File: config.mk
export PLATFORM = sky130hd
export DESIGN_NAME = rwd_core
export DESIGN_NICKNAME = d
export VERILOG_FILES = /design/src/rtl/rwd_pkg.sv /design/src/rtl/rwd_calendar.sv /design/src/rtl/rwd_core.sv
export SDC_FILE = /design/constraint.sdc
export NUM_CORES = 1
export LEC_CHECK = 0
export ABC_CLOCK_PERIOD_IN_PS = 3800
export BUFFER_PORTS_ARGS = -buffer_cell sky130_fd_sc_hd__buf_2
export CAP_MARGIN = 20
export CORE_AREA = 2 2 182 184
export CTS_BUF_LIST = sky130_fd_sc_hd__clkbuf_8 sky130_fd_sc_hd__clkbuf_16
export CTS_CLUSTER_DIAMETER = 80
export CTS_CLUSTER_SIZE = 28
export DETAILED_ROUTE_END_ITERATION = 10
export DIE_AREA = 0 0 184 186
export PLACE_DENSITY = 0.76
export SLEW_MARGIN = 20
export SYNTH_ARGS = -nofsm -noshare
export SYNTH_HDL_FRONTEND = slang
export SYNTH_SLANG_ARGS = --single-unit
File: constraint.sdc
create_clock -name clk -period 3.8 [get_ports clk]
set_clock_uncertainty 0.05 [all_clocks]
set_input_delay 0.76 -clock clk [delete_from_list [all_inputs] [get_ports clk]]
set_output_delay 0.76 -clock clk [all_outputs]
set_load 0.03 [all_outputs]
File: src/rtl/rwd_pkg.sv
package rwd_pkg;
  // Register page: the top sixteen bytes of the address space
  localparam int ADDR_W = 19;
  localparam logic [18:0] OFS_FLAGS = 19'h7fff0;
  localparam logic [18:0] OFS_SPARE = 19'h7fff1;
  localparam logic [18:0] OFS_ALM_SEC = 19'h7fff2;
  localparam logic [18:0] OFS_ALM_EN = 19'h7fff6;
  localparam logic [18:0] OFS_WD_SETTING = 19'h7fff7;
  localparam logic [18:0] OFS_CLK_CTRL = 19'h7fff8;
  localparam logic [18:0] OFS_SEC_COUNT = 19'h7fff9;
  localparam logic [18:0] OFS_MIN_COUNT = 19'h7fffa;
  localparam logic [18:0] OFS_HOUR_COUNT = 19'h7fffb;
  localparam logic [18:0] OFS_WDAY_COUNT = 19'h7fffc;
  localparam logic [18:0] OFS_DATE_COUNT = 19'h7fffd;
  localparam logic [18:0] OFS_MONTH_COUNT = 19'h7fffe;
  localparam logic [18:0] OFS_YEAR_COUNT = 19'h7ffff;
  // Byte positions inside the 64-bit time image (offsets 8..f)
  localparam int B_CENT = 8 * int'(OFS_CLK_CTRL[2:0]);
  localparam int B_SEC = 8 * int'(OFS_SEC_COUNT[2:0]);
  localparam int B_MIN = 8 * int'(OFS_MIN_COUNT[2:0]);
  localparam int B_HOUR = 8 * int'(OFS_HOUR_COUNT[2:0]);
  localparam int B_WDAY = 8 * int'(OFS_WDAY_COUNT[2:0]);
  localparam int B_DATE = 8 * int'(OFS_DATE_COUNT[2:0]);
  localparam int B_MONTH = 8 * int'(OFS_MONTH_COUNT[2:0]);
  localparam int B_YEAR = 8 * int'(OFS_YEAR_COUNT[2:0]);
  localparam logic [63:0] TIME_MASK = 64'hff1f3f073f7f7f3f;
  // Bit positions
  localparam int HALT_BIT = 7;
  localparam int FTEST_BIT = 6;
  localparam int WR_HOLD_BIT = 7;
  localparam int RD_HOLD_BIT = 6;
  localparam int AIE_BIT = 7;
  localparam int ABE_BIT = 5;
  localparam int WF_BIT = 7;
  localparam int AF_BIT = 6;
  localparam int BLF_BIT = 4;
  localparam int WDS_BIT = 7;
  localparam int WD_MULT_LSB = 2;
  localparam int WD_MULT_W = 5;
  localparam int AM_BIT = 7;
  // Power-on values
  localparam logic [7:0] WD_SETTING_RST = 8'h00;
  localparam logic [7:0] ALM_EN_RST = 8'h00;
  localparam logic FTEST_RST = 1'b0;
  // Alarm mask patterns, AM4..AM1
  localparam logic [3:0] AM_EVERY = 4'b1111;
  localparam logic [3:0] AM_SEC = 4'b1110;
  localparam logic [3:0] AM_MIN = 4'b1100;
  localparam logic [3:0] AM_HOUR = 4'b1000;
  localparam logic [3:0] AM_DATE = 4'b0000;
  // Calendar limits in BCD
  localparam logic [7:0] MINSEC_LAST = 8'h59;
  localparam logic [7:0] HOUR_LAST = 8'h23;
  localparam logic [7:0] WDAY_LAST = 8'h07;
  localparam logic [7:0] MONTH_LAST = 8'h12;
  localparam logic [7:0] YEAR_LAST = 8'h99;
  localparam logic [7:0] CENT_LAST = 8'h39;
  localparam logic [7:0] BCD_ZERO = 8'h00;
  localparam logic [7:0] BCD_ONE = 8'h01;
  localparam logic [7:0] FEB = 8'h02;
  // Timing
  localparam int XTAL_HZ = 32768;
  localparam int DIV_W = $clog2(XTAL_HZ);
  localparam int TEST_DIV_BIT = 5;
  localparam int SIXTEENTH_SHIFT = 11;
  localparam int WD_CNT_W = 22;
  localparam int CLK_HZ = 50_000_000;
  localparam int READ_RELEASE_US = 500;
  localparam int READ_RELEASE_CYC =
    (READ_RELEASE_US * (CLK_HZ / 1000) + 999) / 1000;
endpackage

File: src/rtl/rwd_calendar.sv
`timescale 1ns/100ps
`default_nettype none
module rwd_calendar
  import rwd_pkg::*;
(
  input wire logic clk,
  input wire logic reset_n,
  input wire logic tick,
  input wire logic load,
  input wire logic [63:0] load_image,
  output logic [63:0] time_image
);
  typedef struct packed {
    logic [63:0] img;
  } rwd_cal_t;

  rwd_cal_t st;
  rwd_cal_t next_st;

  ////////////////////////////////////////////////////////////////////////////
  function automatic logic [8:0] bcd_step(input logic [7:0] v,
                                          input logic [7:0] last,
                                          input logic [7:0] first);
    if (v >= last)
      bcd_step = {1'b1, first};
    else if (v[3:0] == 4'h9)
      bcd_step = {1'b0, v[7:4] + 4'h1, 4'h0};
    else
      bcd_step = {1'b0, v + BCD_ONE};
  endfunction

  // Year is BCD; valid leap rule up to the end of the century
  function automatic logic [7:0] month_end(input logic [7:0] m,
                                           input logic [7:0] y);
    logic leap;
    leap = y[4] ? (y[3:0] == 4'h2 || y[3:0] == 4'h6)
                : (y[3:0] == 4'h0 || y[3:0] == 4'h4 || y[3:0] == 4'h8);
    if (m == FEB)
      month_end = leap ? 8'h29 : 8'h28;
    else if (m == 8'h04 || m == 8'h06 || m == 8'h09 || m == 8'h11)
      month_end = 8'h30;
    else
      month_end = 8'h31;
  endfunction

  ////////////////////////////////////////////////////////////////////////////
  always_comb
  begin
    logic [8:0] r;
    r = '0;
    next_st = st;
    if (load)
      next_st.img = load_image & TIME_MASK;
    else if (tick)
    begin
      r = bcd_step(st.img[B_SEC +: 8], MINSEC_LAST, BCD_ZERO);
      next_st.img[B_SEC +: 8] = r[7:0];
      if (r[8])
      begin
        r = bcd_step(st.img[B_MIN +: 8], MINSEC_LAST, BCD_ZERO);
        next_st.img[B_MIN +: 8] = r[7:0];
        if (r[8])
        begin
          r = bcd_step(st.img[B_HOUR +: 8], HOUR_LAST, BCD_ZERO);
          next_st.img[B_HOUR +: 8] = r[7:0];
          if (r[8])
          begin
            r = bcd_step(st.img[B_WDAY +: 8], WDAY_LAST, BCD_ONE);
            next_st.img[B_WDAY +: 8] = r[7:0];
            r = bcd_step(st.img[B_DATE +: 8],
                         month_end(st.img[B_MONTH +: 8],
                                   st.img[B_YEAR +: 8]), BCD_ONE);
            next_st.img[B_DATE +: 8] = r[7:0];
            if (r[8])
            begin
              r = bcd_step(st.img[B_MONTH +: 8], MONTH_LAST, BCD_ONE);
              next_st.img[B_MONTH +: 8] = r[7:0];
              if (r[8])
              begin
                r = bcd_step(st.img[B_YEAR +: 8], YEAR_LAST, BCD_ZERO);
                next_st.img[B_YEAR +: 8] = r[7:0];
                if (r[8])
                begin
                  r = bcd_step(st.img[B_CENT +: 8], CENT_LAST, BCD_ZERO);
                  next_st.img[B_CENT +: 8] = r[7:0];
                end
              end
            end
          end
        end
      end
    end
  end

  always_ff @(posedge clk or negedge reset_n)
  begin
    if (!reset_n)
      st <= '0;
    else
      st <= next_st;
  end

  assign time_image = st.img;
endmodule
`default_nettype wire

File: src/rtl/rwd_core.sv
// Function
// - Seconds bit 7 set halts the crystal divider; clear lets it run.
// - Control bit 6 set freezes updates of the visible time bytes.
// - A read hold shows the count current when the hold began.
// - Internal counters keep advancing while the visible copy is frozen.
// - Visible copy refreshes 500us after the read hold clears, within 1s.
// - Control bit 7 freezes the visible bytes so the host loads a time.
// - Clearing control bit 7 copies the host's bytes into the counters.
// - Pin toggles at 512 Hz in test mode when its enables allow.
// - Power-up clears the frequency test bit; here only reset_n clears it, vcc_good rising leaves it.
// - Mask bits pick once per second, or seconds/minutes/hours/date matches.
// - Undefined mask patterns fire the alarm once per second.
// - A match sets the alarm flag; with its enable it pulls the pin.
// - Any access to the flags byte releases the alarm pin.
// - Flags access clears the alarm flag only at the access end.
// - On battery the alarm pulls the pin only with both enables set.
// - Power-up clears both alarm enables; matches still set the flag.
// - Watchdog period is multiplier times 1/16, 1/4, 1 or 4 seconds.
// - Expiry sets the watchdog flag, held until a flags read ends or a watchdog register access.
// - Steering bit zero routes a watchdog timeout onto the pin.
// - Any watchdog register access restarts the watchdog period.
// - Watchdog register 00h disables the watchdog completely.
// - Power-up clears steering, multiplier, resolution and alarm enables; vcc_good rising clears only the alarm enables, reset_n all.
`timescale 1ns/100ps
`default_nettype none
module rwd_core
  import rwd_pkg::*;
#(
  parameter int READ_RELEASE_CYCLES = READ_RELEASE_CYC
)
(
  input wire logic clk,
  input wire logic reset_n,
  input wire logic [ADDR_W-1:0] addr,
  input wire logic ce_n,
  input wire logic oe_n,
  input wire logic we_n,
  input wire logic [7:0] dq_in,
  output logic [7:0] dq_out,
  output logic dq_oe,
  input wire logic xtal_in,
  input wire logic vcc_good,
  input wire logic battery_low,
  output logic event_test_out,
  output logic event_test_oe
);
  localparam int SYNC_W = ADDR_W + 14;

  typedef struct packed {
    logic [SYNC_W-1:0] sync1;
    logic [SYNC_W-1:0] sync2;
    logic xtal_d;
    logic vcc_d;
    logic [DIV_W-1:0] div;
    logic tick_d;
    logic [63:0] ext;
    logic wr_hold;
    logic rd_hold;
    logic halt;
    logic ftest;
    logic [31:0] alarm;
    logic [7:0] alm_en;
    logic [7:0] wd_reg;
    logic [7:0] spare;
    logic af;
    logic wf;
    logic alm_int;
    logic pin_low;
    logic [WD_CNT_W-1:0] wd_cnt;
    logic [31:0] rel_cnt;
    logic acc_on;
    logic acc_wr;
    logic [3:0] acc_ofs;
    logic [7:0] acc_data;
    logic [7:0] dq_out;
    logic dq_oe;
  } rwd_state_t;

  rwd_state_t st;
  rwd_state_t next_st;

  logic [ADDR_W-1:0] s_addr;
  logic s_ce_n, s_oe_n, s_we_n, s_xtal, s_vcc, s_bat;
  logic [7:0] s_dq;
  logic run_edge, tick, acc_now, acc_start, acc_end, wr_end;
  logic fl_start, fl_end, wd_start, wd_expire, alarm_hit, load_cal;
  logic copy_ext, ft_tone, vcc_rise;
  logic [WD_MULT_W-1:0] mult;
  logic [WD_CNT_W-1:0] wd_limit;
  logic [3:0] need, eq;
  logic [63:0] cal_time;

  ////////////////////////////////////////////////////////////////////////////
  // Which comparisons a mask pattern asks for: {date, hour, min, sec}
  function automatic logic [3:0] match_need(input logic [3:0] am);
    unique case (am)
      AM_SEC:  match_need = 4'b0001;
      AM_MIN:  match_need = 4'b0011;
      AM_HOUR: match_need = 4'b0111;
      AM_DATE: match_need = 4'b1111;
      default: match_need = 4'b0000;
    endcase
  endfunction

  function automatic logic is_ofs(input logic [3:0] idx,
                                  input logic [18:0] ofs);
    is_ofs = (idx == ofs[3:0]);
  endfunction

  function automatic logic [7:0] rd_byte(input rwd_state_t s,
                                         input logic [3:0] idx,
                                         input logic bat);
    logic [7:0] b;
    b = s.ext[8 * idx[2:0] +: 8];
    if (idx[3])
    begin
      if (is_ofs(idx, OFS_CLK_CTRL))
      begin
        b[WR_HOLD_BIT] = s.wr_hold;
        b[RD_HOLD_BIT] = s.rd_hold;
      end
      if (is_ofs(idx, OFS_SEC_COUNT))
        b[HALT_BIT] = s.halt;
      if (is_ofs(idx, OFS_WDAY_COUNT))
        b[FTEST_BIT] = s.ftest;
    end
    else if (is_ofs(idx, OFS_FLAGS))
    begin
      b = 8'h00;
      b[WF_BIT] = s.wf;
      b[AF_BIT] = s.af;
      b[BLF_BIT] = bat;
    end
    else if (is_ofs(idx, OFS_SPARE))
      b = s.spare;
    else if (is_ofs(idx, OFS_ALM_EN))
      b = s.alm_en;
    else if (is_ofs(idx, OFS_WD_SETTING))
      b = s.wd_reg;
    else
      b = s.alarm[8 * 2'(idx[1:0] - OFS_ALM_SEC[1:0]) +: 8];
    rd_byte = b;
  endfunction

  ////////////////////////////////////////////////////////////////////////////
  // Pins come from another timing world: two flops before any use
  assign {s_addr, s_ce_n, s_oe_n, s_we_n, s_dq, s_xtal, s_vcc, s_bat} =
    st.sync2;

  assign run_edge = s_xtal & ~st.xtal_d & ~st.halt;
  assign tick = run_edge & (st.div == {DIV_W{1'b1}});
  assign vcc_rise = s_vcc & ~st.vcc_d;

  // Bus is blocked while the supply is below the trip point
  assign acc_now = (s_addr[ADDR_W-1:4] == OFS_FLAGS[ADDR_W-1:4]) & ~s_ce_n &
                   (~s_oe_n | ~s_we_n) & s_vcc;
  assign acc_start = acc_now & ~st.acc_on;
  assign acc_end = st.acc_on & ~acc_now;
  assign wr_end = acc_end & st.acc_wr;
  assign fl_start = acc_start & is_ofs(s_addr[3:0], OFS_FLAGS);
  assign fl_end = acc_end & is_ofs(st.acc_ofs, OFS_FLAGS);
  assign wd_start = acc_start & is_ofs(s_addr[3:0], OFS_WD_SETTING);
  assign load_cal = wr_end & is_ofs(st.acc_ofs, OFS_CLK_CTRL) & st.wr_hold &
                    ~st.acc_data[WR_HOLD_BIT];

  // Period counted in crystal edges: mult * 2048 << (2 * resolution)
  assign mult = st.wd_reg[WD_MULT_LSB +: WD_MULT_W];
  assign wd_limit = WD_CNT_W'({17'd0, mult} <<
                    (SIXTEENTH_SHIFT + 2 * int'(st.wd_reg[1:0])));
  assign wd_expire = run_edge & (mult != '0) & ~wd_start &
                     (st.wd_cnt == wd_limit - 22'd1);

  assign need = match_need({st.alarm[24 + AM_BIT], st.alarm[16 + AM_BIT],
                            st.alarm[8 + AM_BIT], st.alarm[AM_BIT]});
  assign eq = {cal_time[B_DATE +: 6] == st.alarm[29:24],
               cal_time[B_HOUR +: 6] == st.alarm[21:16],
               cal_time[B_MIN +: 7] == st.alarm[14:8],
               cal_time[B_SEC +: 7] == st.alarm[6:0]};
  assign alarm_hit = st.tick_d & ((eq & need) == need);

  // Visible copy follows the counters unless a hold is in force
  assign copy_ext = ~st.wr_hold & ((st.rel_cnt == 32'd1) |
                    (st.tick_d & ~st.rd_hold & (st.rel_cnt == '0)));
  assign ft_tone = st.ftest & ~st.alm_en[AIE_BIT] & ~st.halt &
                   (st.wd_reg[WDS_BIT] | (st.wd_reg == 8'h00)) &
                   st.div[TEST_DIV_BIT];

  rwd_calendar u_calendar (
    .clk(clk),
    .reset_n(reset_n),
    .tick(tick),
    .load(load_cal),
    .load_image(next_st.ext),
    .time_image(cal_time)
  );

  ////////////////////////////////////////////////////////////////////////////
  always_comb
  begin
    next_st = st;
    next_st.sync1 = {addr, ce_n, oe_n, we_n, dq_in, xtal_in, vcc_good,
                     battery_low};
    next_st.sync2 = st.sync1;
    next_st.xtal_d = s_xtal;
    next_st.vcc_d = s_vcc;
    next_st.tick_d = tick;
    if (run_edge)
      next_st.div = st.div + 1'b1;
    if (copy_ext)
      next_st.ext = cal_time;
    if (st.rel_cnt != '0)
      next_st.rel_cnt = st.rel_cnt - 32'd1;

    // Access tracking; writes land when the access ends
    next_st.acc_on = acc_now;
    if (acc_now)
    begin
      next_st.acc_ofs = s_addr[3:0];
      next_st.acc_wr = (acc_start ? 1'b0 : st.acc_wr) | ~s_we_n;
      if (!s_we_n)
        next_st.acc_data = s_dq;
    end
    next_st.dq_out = rd_byte(st, s_addr[3:0], s_bat);
    next_st.dq_oe = acc_now & ~s_oe_n & s_we_n;

    // Watchdog
    if (wd_start || mult == '0 || wd_expire)
      next_st.wd_cnt = '0;
    else if (run_edge)
      next_st.wd_cnt = st.wd_cnt + 1'b1;
    if (wd_start || (fl_end && !st.acc_wr))
      next_st.wf = 1'b0;
    if (wd_expire)
      next_st.wf = 1'b1;

    // Alarm: clears first so a same-cycle event wins
    if (fl_start)
      next_st.alm_int = 1'b0;
    if (fl_end)
      next_st.af = 1'b0;
    if (alarm_hit)
    begin
      next_st.af = 1'b1;
      if (st.alm_en[AIE_BIT] && (s_vcc || st.alm_en[ABE_BIT]))
        next_st.alm_int = 1'b1;
    end
    if (vcc_rise)
    begin
      next_st.alm_en[AIE_BIT] = 1'b0;
      next_st.alm_en[ABE_BIT] = 1'b0;
    end

    // Register writes
    if (wr_end)
    begin
      if (st.acc_ofs[3])
        next_st.ext[8 * st.acc_ofs[2:0] +: 8] =
          st.acc_data & TIME_MASK[8 * st.acc_ofs[2:0] +: 8];
      if (is_ofs(st.acc_ofs, OFS_CLK_CTRL))
      begin
        next_st.wr_hold = st.acc_data[WR_HOLD_BIT];
        next_st.rd_hold = st.acc_data[RD_HOLD_BIT];
        if (st.acc_data[RD_HOLD_BIT])
          next_st.rel_cnt = '0;
        else if (st.rd_hold)
          next_st.rel_cnt = 32'(READ_RELEASE_CYCLES);
      end
      if (is_ofs(st.acc_ofs, OFS_SEC_COUNT))
        next_st.halt = st.acc_data[HALT_BIT];
      if (is_ofs(st.acc_ofs, OFS_WDAY_COUNT))
        next_st.ftest = st.acc_data[FTEST_BIT];
      if (is_ofs(st.acc_ofs, OFS_SPARE))
        next_st.spare = st.acc_data;
      if (is_ofs(st.acc_ofs, OFS_ALM_EN))
        next_st.alm_en = st.acc_data;
      if (is_ofs(st.acc_ofs, OFS_WD_SETTING))
        next_st.wd_reg = st.acc_data;
      if (!st.acc_ofs[3] && st.acc_ofs[2:0] >= OFS_ALM_SEC[2:0] &&
          st.acc_ofs[2:0] < OFS_ALM_EN[2:0])
        next_st.alarm[8 * 2'(st.acc_ofs[1:0] - OFS_ALM_SEC[1:0]) +: 8] =
          st.acc_data;
    end

    // Open drain: pulled low for alarm, watchdog or test tone
    next_st.pin_low = st.alm_int | (st.wf & ~st.wd_reg[WDS_BIT]) |
                      ft_tone;
  end

  // Supply application is the asynchronous reset
  always_ff @(posedge clk or negedge reset_n)
  begin
    if (!reset_n)
    begin
      st <= '0;
      st.ftest <= FTEST_RST;
      st.wd_reg <= WD_SETTING_RST;
      st.alm_en <= ALM_EN_RST;
    end
    else
      st <= next_st;
  end

  assign dq_out = st.dq_out;
  assign dq_oe = st.dq_oe;
  assign event_test_out = 1'b0;
  assign event_test_oe = st.pin_low;
endmodule
`default_nettype wire

==> metrics.txt, run 1 <==
# TYPE chip_impl_metric gauge
chip_impl_info{name="run_status",value="complete, no violations"} 1
chip_impl_info{name="worst_setup_path_end_kind",value="flip-flop"} 1
chip_impl_metric{name="cp_max_fo",unit=""} 6
chip_impl_info{name="worstHoldPathType",value="in -> async"} 1
chip_impl_metric{name="synth-seq-cells",unit=""} 350
chip_impl_metric{name="groute.layer.met2.usage",unit=""} 0.455
chip_impl_metric{name="setup_tns",unit="ns"} 0
chip_impl_metric{name="final_worst_hold_slack",unit="ns"} 0.141
chip_impl_metric{name="worstPathArrival",unit="ns"} 3.95
chip_impl_metric{name="synth_edf_count",unit=""} 0
chip_impl_metric{name="asyncSetResetFlopFracSynth",unit=""} 1.00
chip_impl_metric{name="final_area",unit="mm^2"} 0.0198
chip_impl_metric{name="placement_rows",unit=""} 66
chip_impl_metric{name="synth.avg_cell_area",unit="um^2"} 10.0
chip_impl_info{name="worstSetupStartpointType",value="flip-flop"} 1
chip_impl_metric{name="grt_overflow_total",unit=""} 0
chip_impl_metric{name="wl",unit="um"} 48300
chip_impl_metric{name="final-hold-violation-count",unit=""} 0
chip_impl_info{name="commonest_non_fill_non_tap_cell_in_the_layout",value="sky130_fd_sc_hd__dfrtp_1"} 1
chip_impl_info{name="netlist_top_cells_area",value="sky130_fd_sc_hd__dfrtp_1, sky130_fd_sc_hd__nand2_1, sky130_fd_sc_hd__mux2i_1, sky130_fd_sc_hd__mux2_2, sky130_fd_sc_hd__mux4_2"} 1
chip_impl_info{name="rsz0062_at_grt",value="no"} 1
chip_impl_metric{name="seq_area_frac_synth",unit=""} 0.481
chip_impl_metric{name="antennaDiodeCount",unit=""} 0
chip_impl_metric{name="initial_antenna_violation_count",unit=""} 1
chip_impl_metric{name="max-clock-path-buffers",unit=""} 3
chip_impl_metric{name="synth_top_cell_area_share",unit=""} 0.481
chip_impl_metric{name="cts.htree.levels",unit=""} 1
chip_impl_metric{name="dp.final_hpwl",unit="um"} 33600
chip_impl_info{name="worst-setup-path-type",value="reg -> reg"} 1
chip_impl_info{name="grt.busiest_layer",value="met2"} 1
chip_impl_metric{name="worst-endpoint-required",unit="ns"} 4.17
chip_impl_metric{name="post_route_cells_drive_above_1_share",unit=""} 0.140
chip_impl_metric{name="grt_util_all_layers",unit=""} 0.286
chip_impl_info{name="capture_point_of_the_worst_reg_to_reg_path",value="u_calendar.time_image[59]$_DFFE_PN0P_"} 1
chip_impl_metric{name="max-vdd-ir-drop",unit="uV"} 343
chip_impl_metric{name="drtAntennaViolNets",unit=""} 0
chip_impl_metric{name="total_leakage_power",unit="nW"} 9.12
chip_impl_metric{name="synthToLayoutAreaGrowth",unit="%"} 8.59
chip_impl_metric{name="worst-r2r-cell-count",unit=""} 15
chip_impl_metric{name="yosys.cell_types.count",unit=""} 81
chip_impl_info{name="ys.flop_type",value="sky130_fd_sc_hd__dfrtp_1"} 1
chip_impl_metric{name="syn_nets",unit=""} 1891
chip_impl_metric{name="synth.yosys.warnings",unit=""} 0
chip_impl_metric{name="floorplan.die.width",unit="um"} 184
chip_impl_metric{name="via_per_inst",unit=""} 6.35
chip_impl_metric{name="globalRouteMet3Util",unit=""} 0.0563
chip_impl_metric{name="drt-initial-drc-count",unit=""} 1516
chip_impl_metric{name="wl_per_cell",unit="um"} 21.4
chip_impl_metric{name="cts_num_sinks",unit=""} 350
chip_impl_metric{name="die_h",unit="um"} 186
chip_impl_metric{name="slew_headroom",unit=""} 0.266
chip_impl_info{name="cts.root.buffer_cell",value="sky130_fd_sc_hd__clkbuf_16"} 1
chip_impl_info{name="cts_tree",value="yes"} 1
chip_impl_metric{name="min_period",unit="ns"} 3.58
chip_impl_info{name="synth.largest_area_cell",value="sky130_fd_sc_hd__dfrtp_1"} 1
chip_impl_metric{name="min_period_over_period",unit=""} 0.943
chip_impl_metric{name="max_cap_violations",unit=""} 0
chip_impl_metric{name="floorplan.io_pins",unit=""} 46
chip_impl_metric{name="drc",unit=""} 0
chip_impl_metric{name="seq_area",unit="mm^2"} 0.00876
chip_impl_metric{name="numCtsBuffers",unit=""} 20
chip_impl_metric{name="regToRegSetupSlack",unit="ns"} 0.22
chip_impl_metric{name="fmaxAchievable",unit="MHz"} 279
chip_impl_metric{name="floorplan.die_area",unit="mm^2"} 0.0342
chip_impl_metric{name="postSynthCellCount",unit=""} 1817
chip_impl_metric{name="grt_pass1_vias",unit=""} 13900
chip_impl_metric{name="met1_usage",unit=""} 0.388
chip_impl_metric{name="coreArea",unit="mm^2"} 0.0322
chip_impl_metric{name="cts.reportedPaths.clkPinSlew",unit="ns"} 0.09
chip_impl_metric{name="multi_input_comb_area",unit="mm^2"} 0.00879
chip_impl_metric{name="p_per_area",unit="mW/mm^2"} 330
chip_impl_metric{name="placed_cell_area",unit="mm^2"} 0.0191
chip_impl_metric{name="finalSetupViolations",unit=""} 0
chip_impl_metric{name="io_buffer_count",unit=""} 44
chip_impl_metric{name="pin_count_of_the_biggest_net_entering_global_routing",unit=""} 118
chip_impl_metric{name="gp_routability_congestion",unit=""} 0.934
chip_impl_info{name="final_cell_mix",value="sky130_fd_sc_hd__dfrtp_1, sky130_fd_sc_hd__nand2_1, sky130_fd_sc_hd__nor2_1"} 1
chip_impl_metric{name="via_count",unit=""} 14400
chip_impl_metric{name="synthesis.area",unit="mm^2"} 0.0182
chip_impl_metric{name="slew_viol_final",unit=""} 0
chip_impl_metric{name="wire_length_of_the_first_global_routing_pass",unit="um"} 76700
chip_impl_info{name="rr_startpoint",value="u_calendar.time_image[52]$_DFFE_PN0P_"} 1
chip_impl_metric{name="floorplan.initialDensity",unit=""} 0.566
chip_impl_metric{name="nNetsFinal",unit=""} 1915
chip_impl_metric{name="filler_cell_count",unit=""} 2669
chip_impl_metric{name="worst_slew_pin_slew",unit="ns"} 1.09
chip_impl_metric{name="drt_pre_antenna_iters",unit=""} 6
chip_impl_metric{name="clock_insertion_delay_worst_skew",unit="ns"} 0.56
## routing by layer
layer | vias up | wire length, um
li1 | 6537 | -
met1 | 7089 | 20100
met2 | 611 | 22100
met3 | 120 | 4110
met4 | 2 | 1910
met5 | - | 18
## power by group
part,internal [mW],switching (mW),leakage [nW],total (mW)
sequential,3.79,0.0490,4.72,3.84
clock,1.09,1.39,0.331,2.48
combinational,0.0700,0.132,4.07,0.202
## how the worst max path moves through the flow
stage,startpoint,endpoint,depth (start not counted)
after floorplan,u_calendar.time_image[51]$_DFFE_PN0P_,u_calendar.time_image[0]$_DFFE_PN0P_,14
after global placement,u_calendar.time_image[52]$_DFFE_PN0P_,u_calendar.time_image[59]$_DFFE_PN0P_,15
after detailed placement,u_calendar.time_image[53]$_DFFE_PN0P_,u_calendar.time_image[59]$_DFFE_PN0P_,16
after CTS,u_calendar.time_image[53]$_DFFE_PN0P_,u_calendar.time_image[59]$_DFFE_PN0P_,16
after global routing,u_calendar.time_image[52]$_DFFE_PN0P_,u_calendar.time_image[59]$_DFFE_PN0P_,15
final,u_calendar.time_image[52]$_DFFE_PN0P_,u_calendar.time_image[59]$_DFFE_PN0P_,15
## state kept, by name (all words and copies together), names as in the netlist, 5 cells and up, named ones only
| name | count |
|---|---|
| dq_out | 8 |
| mult | 5 |
| next_st | 35 |
| s_addr | 19 |
| s_dq | 8 |
| st | 173 |
| u_calendar.time_image | 64 |
## per-stage QoR
stage,setup WS (ns),util,total power [mW],instances
after floorplan,0.0615,-,3.98,1817
after global placement,0.158,0.593,4.10,2226
after detailed placement,0.0890,0.593,4.12,2226
after CTS,0.0510,0.614,6.57,2259
after global routing,0.0353,0.615,6.72,2260
final,0.218,0.615,6.52,2260
## cell usage after synthesis (5+ instances only)
cell type                     n
sky130_fd_sc_hd__o2111ai_1    7
sky130_fd_sc_hd__and2_1      21
sky130_fd_sc_hd__mux2_2      52
sky130_fd_sc_hd__nand3_1     53
sky130_fd_sc_hd__nand4_1     27
sky130_fd_sc_hd__nand2b_1    15
sky130_fd_sc_hd__mux4_2      24
sky130_fd_sc_hd__xor2_1      43
sky130_fd_sc_hd__o21ai_0     97
sky130_fd_sc_hd__xnor2_1     55
sky130_fd_sc_hd__o311ai_0    10
sky130_fd_sc_hd__buf_1       12
sky130_fd_sc_hd__nand2_1    198
sky130_fd_sc_hd__and2_0      12
sky130_fd_sc_hd__a211o_1      6
sky130_fd_sc_hd__dfrtp_1    350
sky130_fd_sc_hd__or3_1       18
sky130_fd_sc_hd__or2_2        6
sky130_fd_sc_hd__inv_1       64
sky130_fd_sc_hd__clkbuf_1    83
sky130_fd_sc_hd__mux2i_1     66
sky130_fd_sc_hd__nor2_1     121
sky130_fd_sc_hd__a22o_1       6
sky130_fd_sc_hd__nor3_1      50
sky130_fd_sc_hd__a221o_1     15
sky130_fd_sc_hd__o31ai_1      5
sky130_fd_sc_hd__ha_1        39
sky130_fd_sc_hd__or4_1        9
sky130_fd_sc_hd__o32ai_1      5
sky130_fd_sc_hd__o21a_1       6
sky130_fd_sc_hd__o41ai_1      8
sky130_fd_sc_hd__nor3b_1     12
sky130_fd_sc_hd__nor2b_1     11
sky130_fd_sc_hd__a21oi_1     96
sky130_fd_sc_hd__buf_4       10
sky130_fd_sc_hd__a211oi_1    31
sky130_fd_sc_hd__and4_1       5
sky130_fd_sc_hd__nor4_1      19
sky130_fd_sc_hd__buf_2        6
sky130_fd_sc_hd__and3_1      32
sky130_fd_sc_hd__a31oi_1     36
## logic make-up after synthesis
kind of cell    synth area share
xor+xnor                  0.0471
simple gates               0.176
fa+ha+maj                 0.0268
mux                       0.0980
compound gates             0.131
other cells             0.000206
buf+inv                   0.0410
flops                      0.481
## layout make-up
class / instances / area share
clock inverters: 11 / 0.00651
clock buffers: 22 / 0.0272
repair buffers: 117 / 0.0419
flip-flops and latches: 350 / 0.443
well taps: 408 / 0.0258
multi-input cells: 1288 / 0.444
inverters: 64 / 0.0121
## critical path, cell delays in order (launching register included)
cell and delay [ns]:
sky130_fd_sc_hd__dfrtp_1 0.38, sky130_fd_sc_hd__inv_1 0.05, sky130_fd_sc_hd__ha_1 0.19, sky130_fd_sc_hd__mux2_2 0.26, sky130_fd_sc_hd__a32o_1 0.24, sky130_fd_sc_hd__a21oi_1 0.14
sky130_fd_sc_hd__ha_1 0.25, sky130_fd_sc_hd__or4b_2 0.62, sky130_fd_sc_hd__a211oi_2 0.23, sky130_fd_sc_hd__o21ai_1 0.12, sky130_fd_sc_hd__nand4_1 0.17, sky130_fd_sc_hd__o21ai_2 0.16
sky130_fd_sc_hd__buf_4 0.18, sky130_fd_sc_hd__nand4_1 0.08, sky130_fd_sc_hd__a21oi_1 0.06, sky130_fd_sc_hd__a221o_1 0.27
## repair_timing
action | 4_1_cts | 5_1_grt
hold buffers | 0 | 0
setup buffers | 0 | 1
resized for setup | 0 | 7
endpoints found under the setup margin | 0 | 25
Power figures use the tool's default switching activity.
==> run 2: changes to the inputs <==
--- a/config.mk
+++ b/config.mk
@@ -8,14 +8,15 @@
 export ABC_CLOCK_PERIOD_IN_PS = 3800
 export BUFFER_PORTS_ARGS = -buffer_cell sky130_fd_sc_hd__buf_2
 export CAP_MARGIN = 20
-export CORE_AREA = 2 2 182 184
+export CORE_AREA = 2 2 184 186
 export CTS_BUF_LIST = sky130_fd_sc_hd__clkbuf_8 sky130_fd_sc_hd__clkbuf_16
 export CTS_CLUSTER_DIAMETER = 80
 export CTS_CLUSTER_SIZE = 28
 export DETAILED_ROUTE_END_ITERATION = 10
-export DIE_AREA = 0 0 184 186
+export DIE_AREA = 0 0 186 188
 export PLACE_DENSITY = 0.76
 export SLEW_MARGIN = 20
 export SYNTH_ARGS = -nofsm -noshare
 export SYNTH_HDL_FRONTEND = slang
+export SYNTH_HIERARCHICAL = 1
 export SYNTH_SLANG_ARGS = --single-unit
==> metrics.txt, run 2 <==
# TYPE chip_impl_metric gauge
chip_impl_info{name="rr_startpoint",value="st[89]$_DFFE_PN0P_"} 1
chip_impl_info{name="worst_setup_path_end_kind",value="flip-flop"} 1
chip_impl_metric{name="final_area",unit="mm^2"} 0.0199
chip_impl_metric{name="largest_reg_flops",unit=""} 174
chip_impl_info{name="worstHoldPathType",value="in -> async"} 1
chip_impl_metric{name="pin_count_of_the_biggest_net_entering_global_routing",unit=""} 99
chip_impl_info{name="endpoint",value="st[79]$_DFFE_PN0P_"} 1
chip_impl_metric{name="drt_pre_antenna_iters",unit=""} 5
chip_impl_metric{name="setup_tns",unit="ns"} 0
chip_impl_metric{name="min_period_over_period",unit=""} 0.953
chip_impl_metric{name="seq_area",unit="mm^2"} 0.00878
chip_impl_info{name="rsz0062_at_grt",value="no"} 1
chip_impl_info{name="path_delay_family",value="compound AO/OA/AOI/OAI gates"} 1
chip_impl_metric{name="grt_util_all_layers",unit=""} 0.285
chip_impl_metric{name="seqPwrFrac",unit=""} 0.577
chip_impl_metric{name="wl_met2",unit="um"} 23200
chip_impl_info{name="final_cell_mix",value="sky130_fd_sc_hd__dfrtp_1, sky130_fd_sc_hd__nand2_1, sky130_fd_sc_hd__nor2_1"} 1
chip_impl_info{name="top_register",value="st"} 1
chip_impl_metric{name="slew_viol_final",unit=""} 0
chip_impl_info{name="cts.root.buffer_cell",value="sky130_fd_sc_hd__clkbuf_16"} 1
chip_impl_metric{name="grt_overflow_total",unit=""} 0
chip_impl_metric{name="syn_nets",unit=""} 1987
chip_impl_metric{name="placed_cell_area",unit="mm^2"} 0.0192
chip_impl_metric{name="nNetsFinal",unit=""} 1991
chip_impl_metric{name="synthToLayoutAreaGrowth",unit="%"} 7.82
chip_impl_metric{name="p_per_area",unit="mW/mm^2"} 335
chip_impl_metric{name="via_count",unit=""} 15000
chip_impl_metric{name="clock_power_share",unit=""} 0.394
chip_impl_metric{name="floorplan.io_pins",unit=""} 46
chip_impl_info{name="crit_chain",value="inv_1, ha_1, buf_4, and4b_1, o31ai_1, nand2_1, a2111oi_0, o311ai_0, a2111oi_4, buf_4, o21bai_1"} 1
chip_impl_metric{name="worst_slew_pin_slew",unit="ns"} 1.03
chip_impl_metric{name="synth.avg_cell_area",unit="um^2"} 9.67
chip_impl_metric{name="via_per_inst",unit=""} 6.31
chip_impl_info{name="worstSetupStartpointType",value="flip-flop"} 1
chip_impl_info{name="maxUsedRoutingLayer",value="met4"} 1
chip_impl_metric{name="total_leakage_power",unit="nW"} 8.97
chip_impl_metric{name="max-vdd-ir-drop",unit="uV"} 447
chip_impl_metric{name="placement_rows",unit=""} 67
chip_impl_metric{name="cts.reportedPaths.clkPinSlew",unit="ns"} 0.10
chip_impl_metric{name="cell_internal_pwr",unit="mW"} 5.06
chip_impl_info{name="slowest_stage",value="sky130_fd_sc_hd__ha_1"} 1
chip_impl_metric{name="cp_max_fo",unit=""} 23
chip_impl_metric{name="fmaxAchievable",unit="MHz"} 276
chip_impl_metric{name="synth.yosys.warnings",unit=""} 6
chip_impl_metric{name="dp.final_hpwl",unit="um"} 34700
chip_impl_metric{name="grt_pass1_vias",unit=""} 14700
chip_impl_metric{name="floorplan.die_area",unit="mm^2"} 0.0350
chip_impl_metric{name="cp_num_buf_inv",unit=""} 3
chip_impl_metric{name="critPathMaxStageDelay",unit="ns"} 0.54
chip_impl_metric{name="worstPathArrival",unit="ns"} 4.06
chip_impl_info{name="capture_point_of_the_worst_reg_to_reg_path",value="st[79]$_DFFE_PN0P_"} 1
chip_impl_metric{name="drt-initial-drc-count",unit=""} 1688
chip_impl_metric{name="numCtsBuffers",unit=""} 21
chip_impl_metric{name="drc",unit=""} 0
chip_impl_metric{name="clock_insertion_delay_worst_skew",unit="ns"} 0.55
chip_impl_metric{name="multi_input_comb_area",unit="mm^2"} 0.00889
chip_impl_metric{name="wire_length_of_the_first_global_routing_pass",unit="um"} 79200
chip_impl_metric{name="postSynthCellCount",unit=""} 1912
chip_impl_metric{name="final_worst_hold_slack",unit="ns"} 0.156
chip_impl_metric{name="regToRegSetupSlack",unit="ns"} 0.18
chip_impl_metric{name="max_cap_violations",unit=""} 0
chip_impl_metric{name="power_switching_share",unit=""} 0.243
chip_impl_metric{name="number_of_logic_stages_on_the_critical_path_including_buffering",unit=""} 11
chip_impl_info{name="startpoint",value="st[89]$_DFFE_PN0P_"} 1
chip_impl_metric{name="worst-r2r-cell-count",unit=""} 11
chip_impl_metric{name="hold_buffers",unit=""} 0
chip_impl_metric{name="max-clock-path-buffers",unit=""} 3
chip_impl_info{name="cpMostUsedCell",value="sky130_fd_sc_hd__buf_4"} 1
chip_impl_metric{name="p_switching",unit="mW"} 1.63
chip_impl_metric{name="post_route_cells_drive_above_1_share",unit=""} 0.109
chip_impl_metric{name="wl_per_cell",unit="um"} 20.6
chip_impl_metric{name="gp_routability_congestion",unit=""} 0.984
chip_impl_metric{name="die_h",unit="um"} 188
chip_impl_metric{name="cts_num_sinks",unit=""} 351
chip_impl_metric{name="coreArea",unit="mm^2"} 0.0331
chip_impl_metric{name="cts.htree.levels",unit=""} 1
chip_impl_metric{name="route.met3.wl",unit="um"} 3870
chip_impl_metric{name="synthesis.area",unit="mm^2"} 0.0185
chip_impl_metric{name="min_period",unit="ns"} 3.62
chip_impl_metric{name="initial_antenna_violation_count",unit=""} 0
chip_impl_metric{name="wl",unit="um"} 49000
chip_impl_info{name="worst-setup-path-type",value="reg -> reg"} 1
chip_impl_metric{name="floorplan.initialDensity",unit=""} 0.558
chip_impl_info{name="commonest_non_fill_non_tap_cell_in_the_layout",value="sky130_fd_sc_hd__dfrtp_1"} 1
chip_impl_metric{name="slew_headroom",unit=""} 0.309
chip_impl_metric{name="combinationalPowerShare",unit=""} 0.029
chip_impl_metric{name="filler_cell_count",unit=""} 2767
chip_impl_info{name="run_status",value="complete, no violations"} 1
chip_impl_info{name="cts_tree",value="yes"} 1
chip_impl_metric{name="drtAntennaViolNets",unit=""} 0
chip_impl_metric{name="wl_met1",unit="um"} 20000
chip_impl_metric{name="finalSetupViolations",unit=""} 0
chip_impl_metric{name="final-hold-violation-count",unit=""} 0
chip_impl_metric{name="worst-endpoint-required",unit="ns"} 4.24
chip_impl_metric{name="power.total",unit="mW"} 6.68
chip_impl_metric{name="floorplan.die.width",unit="um"} 186
chip_impl_metric{name="io_buffer_count",unit=""} 44
chip_impl_metric{name="antennaDiodeCount",unit=""} 0
run 2: changes by cell type in the layout (fill, tap and decap cells not counted), moves of 16 or more:
cell / before / now
sky130_fd_sc_hd__a21oi_1: 95 / 114
sky130_fd_sc_hd__buf_4: 69 / 46
sky130_fd_sc_hd__o21ai_0: 96 / 80
sky130_fd_sc_hd__a211oi_1: 30 / 13
sky130_fd_sc_hd__a31oi_1: 36 / 74
sky130_fd_sc_hd__nor2_1: 121 / 143
sky130_fd_sc_hd__nand2_1: 197 / 292
sky130_fd_sc_hd__mux2_2: 52 / 32
run 2: power groups by stage:
stage               clock [mW]  sequential [mW]  combinational [mW]
CTS                       2.69             3.86               0.202
global route              2.82             3.87               0.222
finish                    2.63             3.86               0.195
floorplan                    0             3.91              0.0883
detailed placement           0             3.93               0.202
global placement             0             3.93               0.194
run 2: per-stage QoR:
| step | worst slack (ns) | utilization | std cells |
|---|---|---|---|
| after floorplan | 0.0607 | - | 1912 |
| after global placement | 0.361 | 0.579 | 2341 |
| after detailed placement | 0.296 | 0.579 | 2341 |
| after CTS | 0.217 | 0.602 | 2377 |
| after global routing | 0.00677 | 0.602 | 2377 |
| final | 0.180 | 0.602 | 2377 |
run 2: worst min-delay path by stage:
stage,end,startpoint,cells after the start
2_1_floorplan,next_st[221]$_DFF_PN0_,next_st[224]$_DFF_PN0_,0
3_3_place_gp,s_ce_n$_DFF_PN0_,next_st[236]$_DFF_PN0_,0
3_5_place_dp,s_bat$_DFF_PN0_,next_st[223]$_DFF_PN0_,0
4_1_cts,st[60]$_DFFE_PN0P_,reset_n,1
5_1_grt,st[60]$_DFFE_PN0P_,reset_n,1
6_report,st[60]$_DFFE_PN0P_,reset_n,1
run 2: layout make-up:
| class | count | area share |
|---|---|---|
| clock buffers | 21 | 0.0264 |
| clock inverters | 15 | 0.0110 |
| inverters | 78 | 0.0147 |
| multi-input cells | 1370 | 0.446 |
| flip-flops and latches | 351 | 0.441 |
| well taps | 448 | 0.0281 |
| repair buffers | 94 | 0.0329 |
run 2: worst register-to-register path, cell delays in order (launching register included):
cell and delay [ns]:
sky130_fd_sc_hd__dfrtp_1 0.39, sky130_fd_sc_hd__inv_1 0.08, sky130_fd_sc_hd__ha_1 0.54, sky130_fd_sc_hd__buf_4 0.21, sky130_fd_sc_hd__and4b_1 0.22, sky130_fd_sc_hd__o31ai_1 0.36
sky130_fd_sc_hd__nand2_1 0.17, sky130_fd_sc_hd__a2111oi_0 0.52, sky130_fd_sc_hd__o311ai_0 0.32, sky130_fd_sc_hd__a2111oi_4 0.24, sky130_fd_sc_hd__buf_4 0.30, sky130_fd_sc_hd__o21bai_1 0.15
run 2: repair_timing:
action,in CTS,in global routing
resized for setup,0,1
buffers inserted,0,0
setup endpoints to repair,0,10
run 2: layer usage:
metal / vias up / global-route usage
met3: 137 / 0.0451
met2: 675 / 0.460
li1: 6799 / -
met1: 7395 / 0.388
met5: - / 0
met4: 0 / 0.105
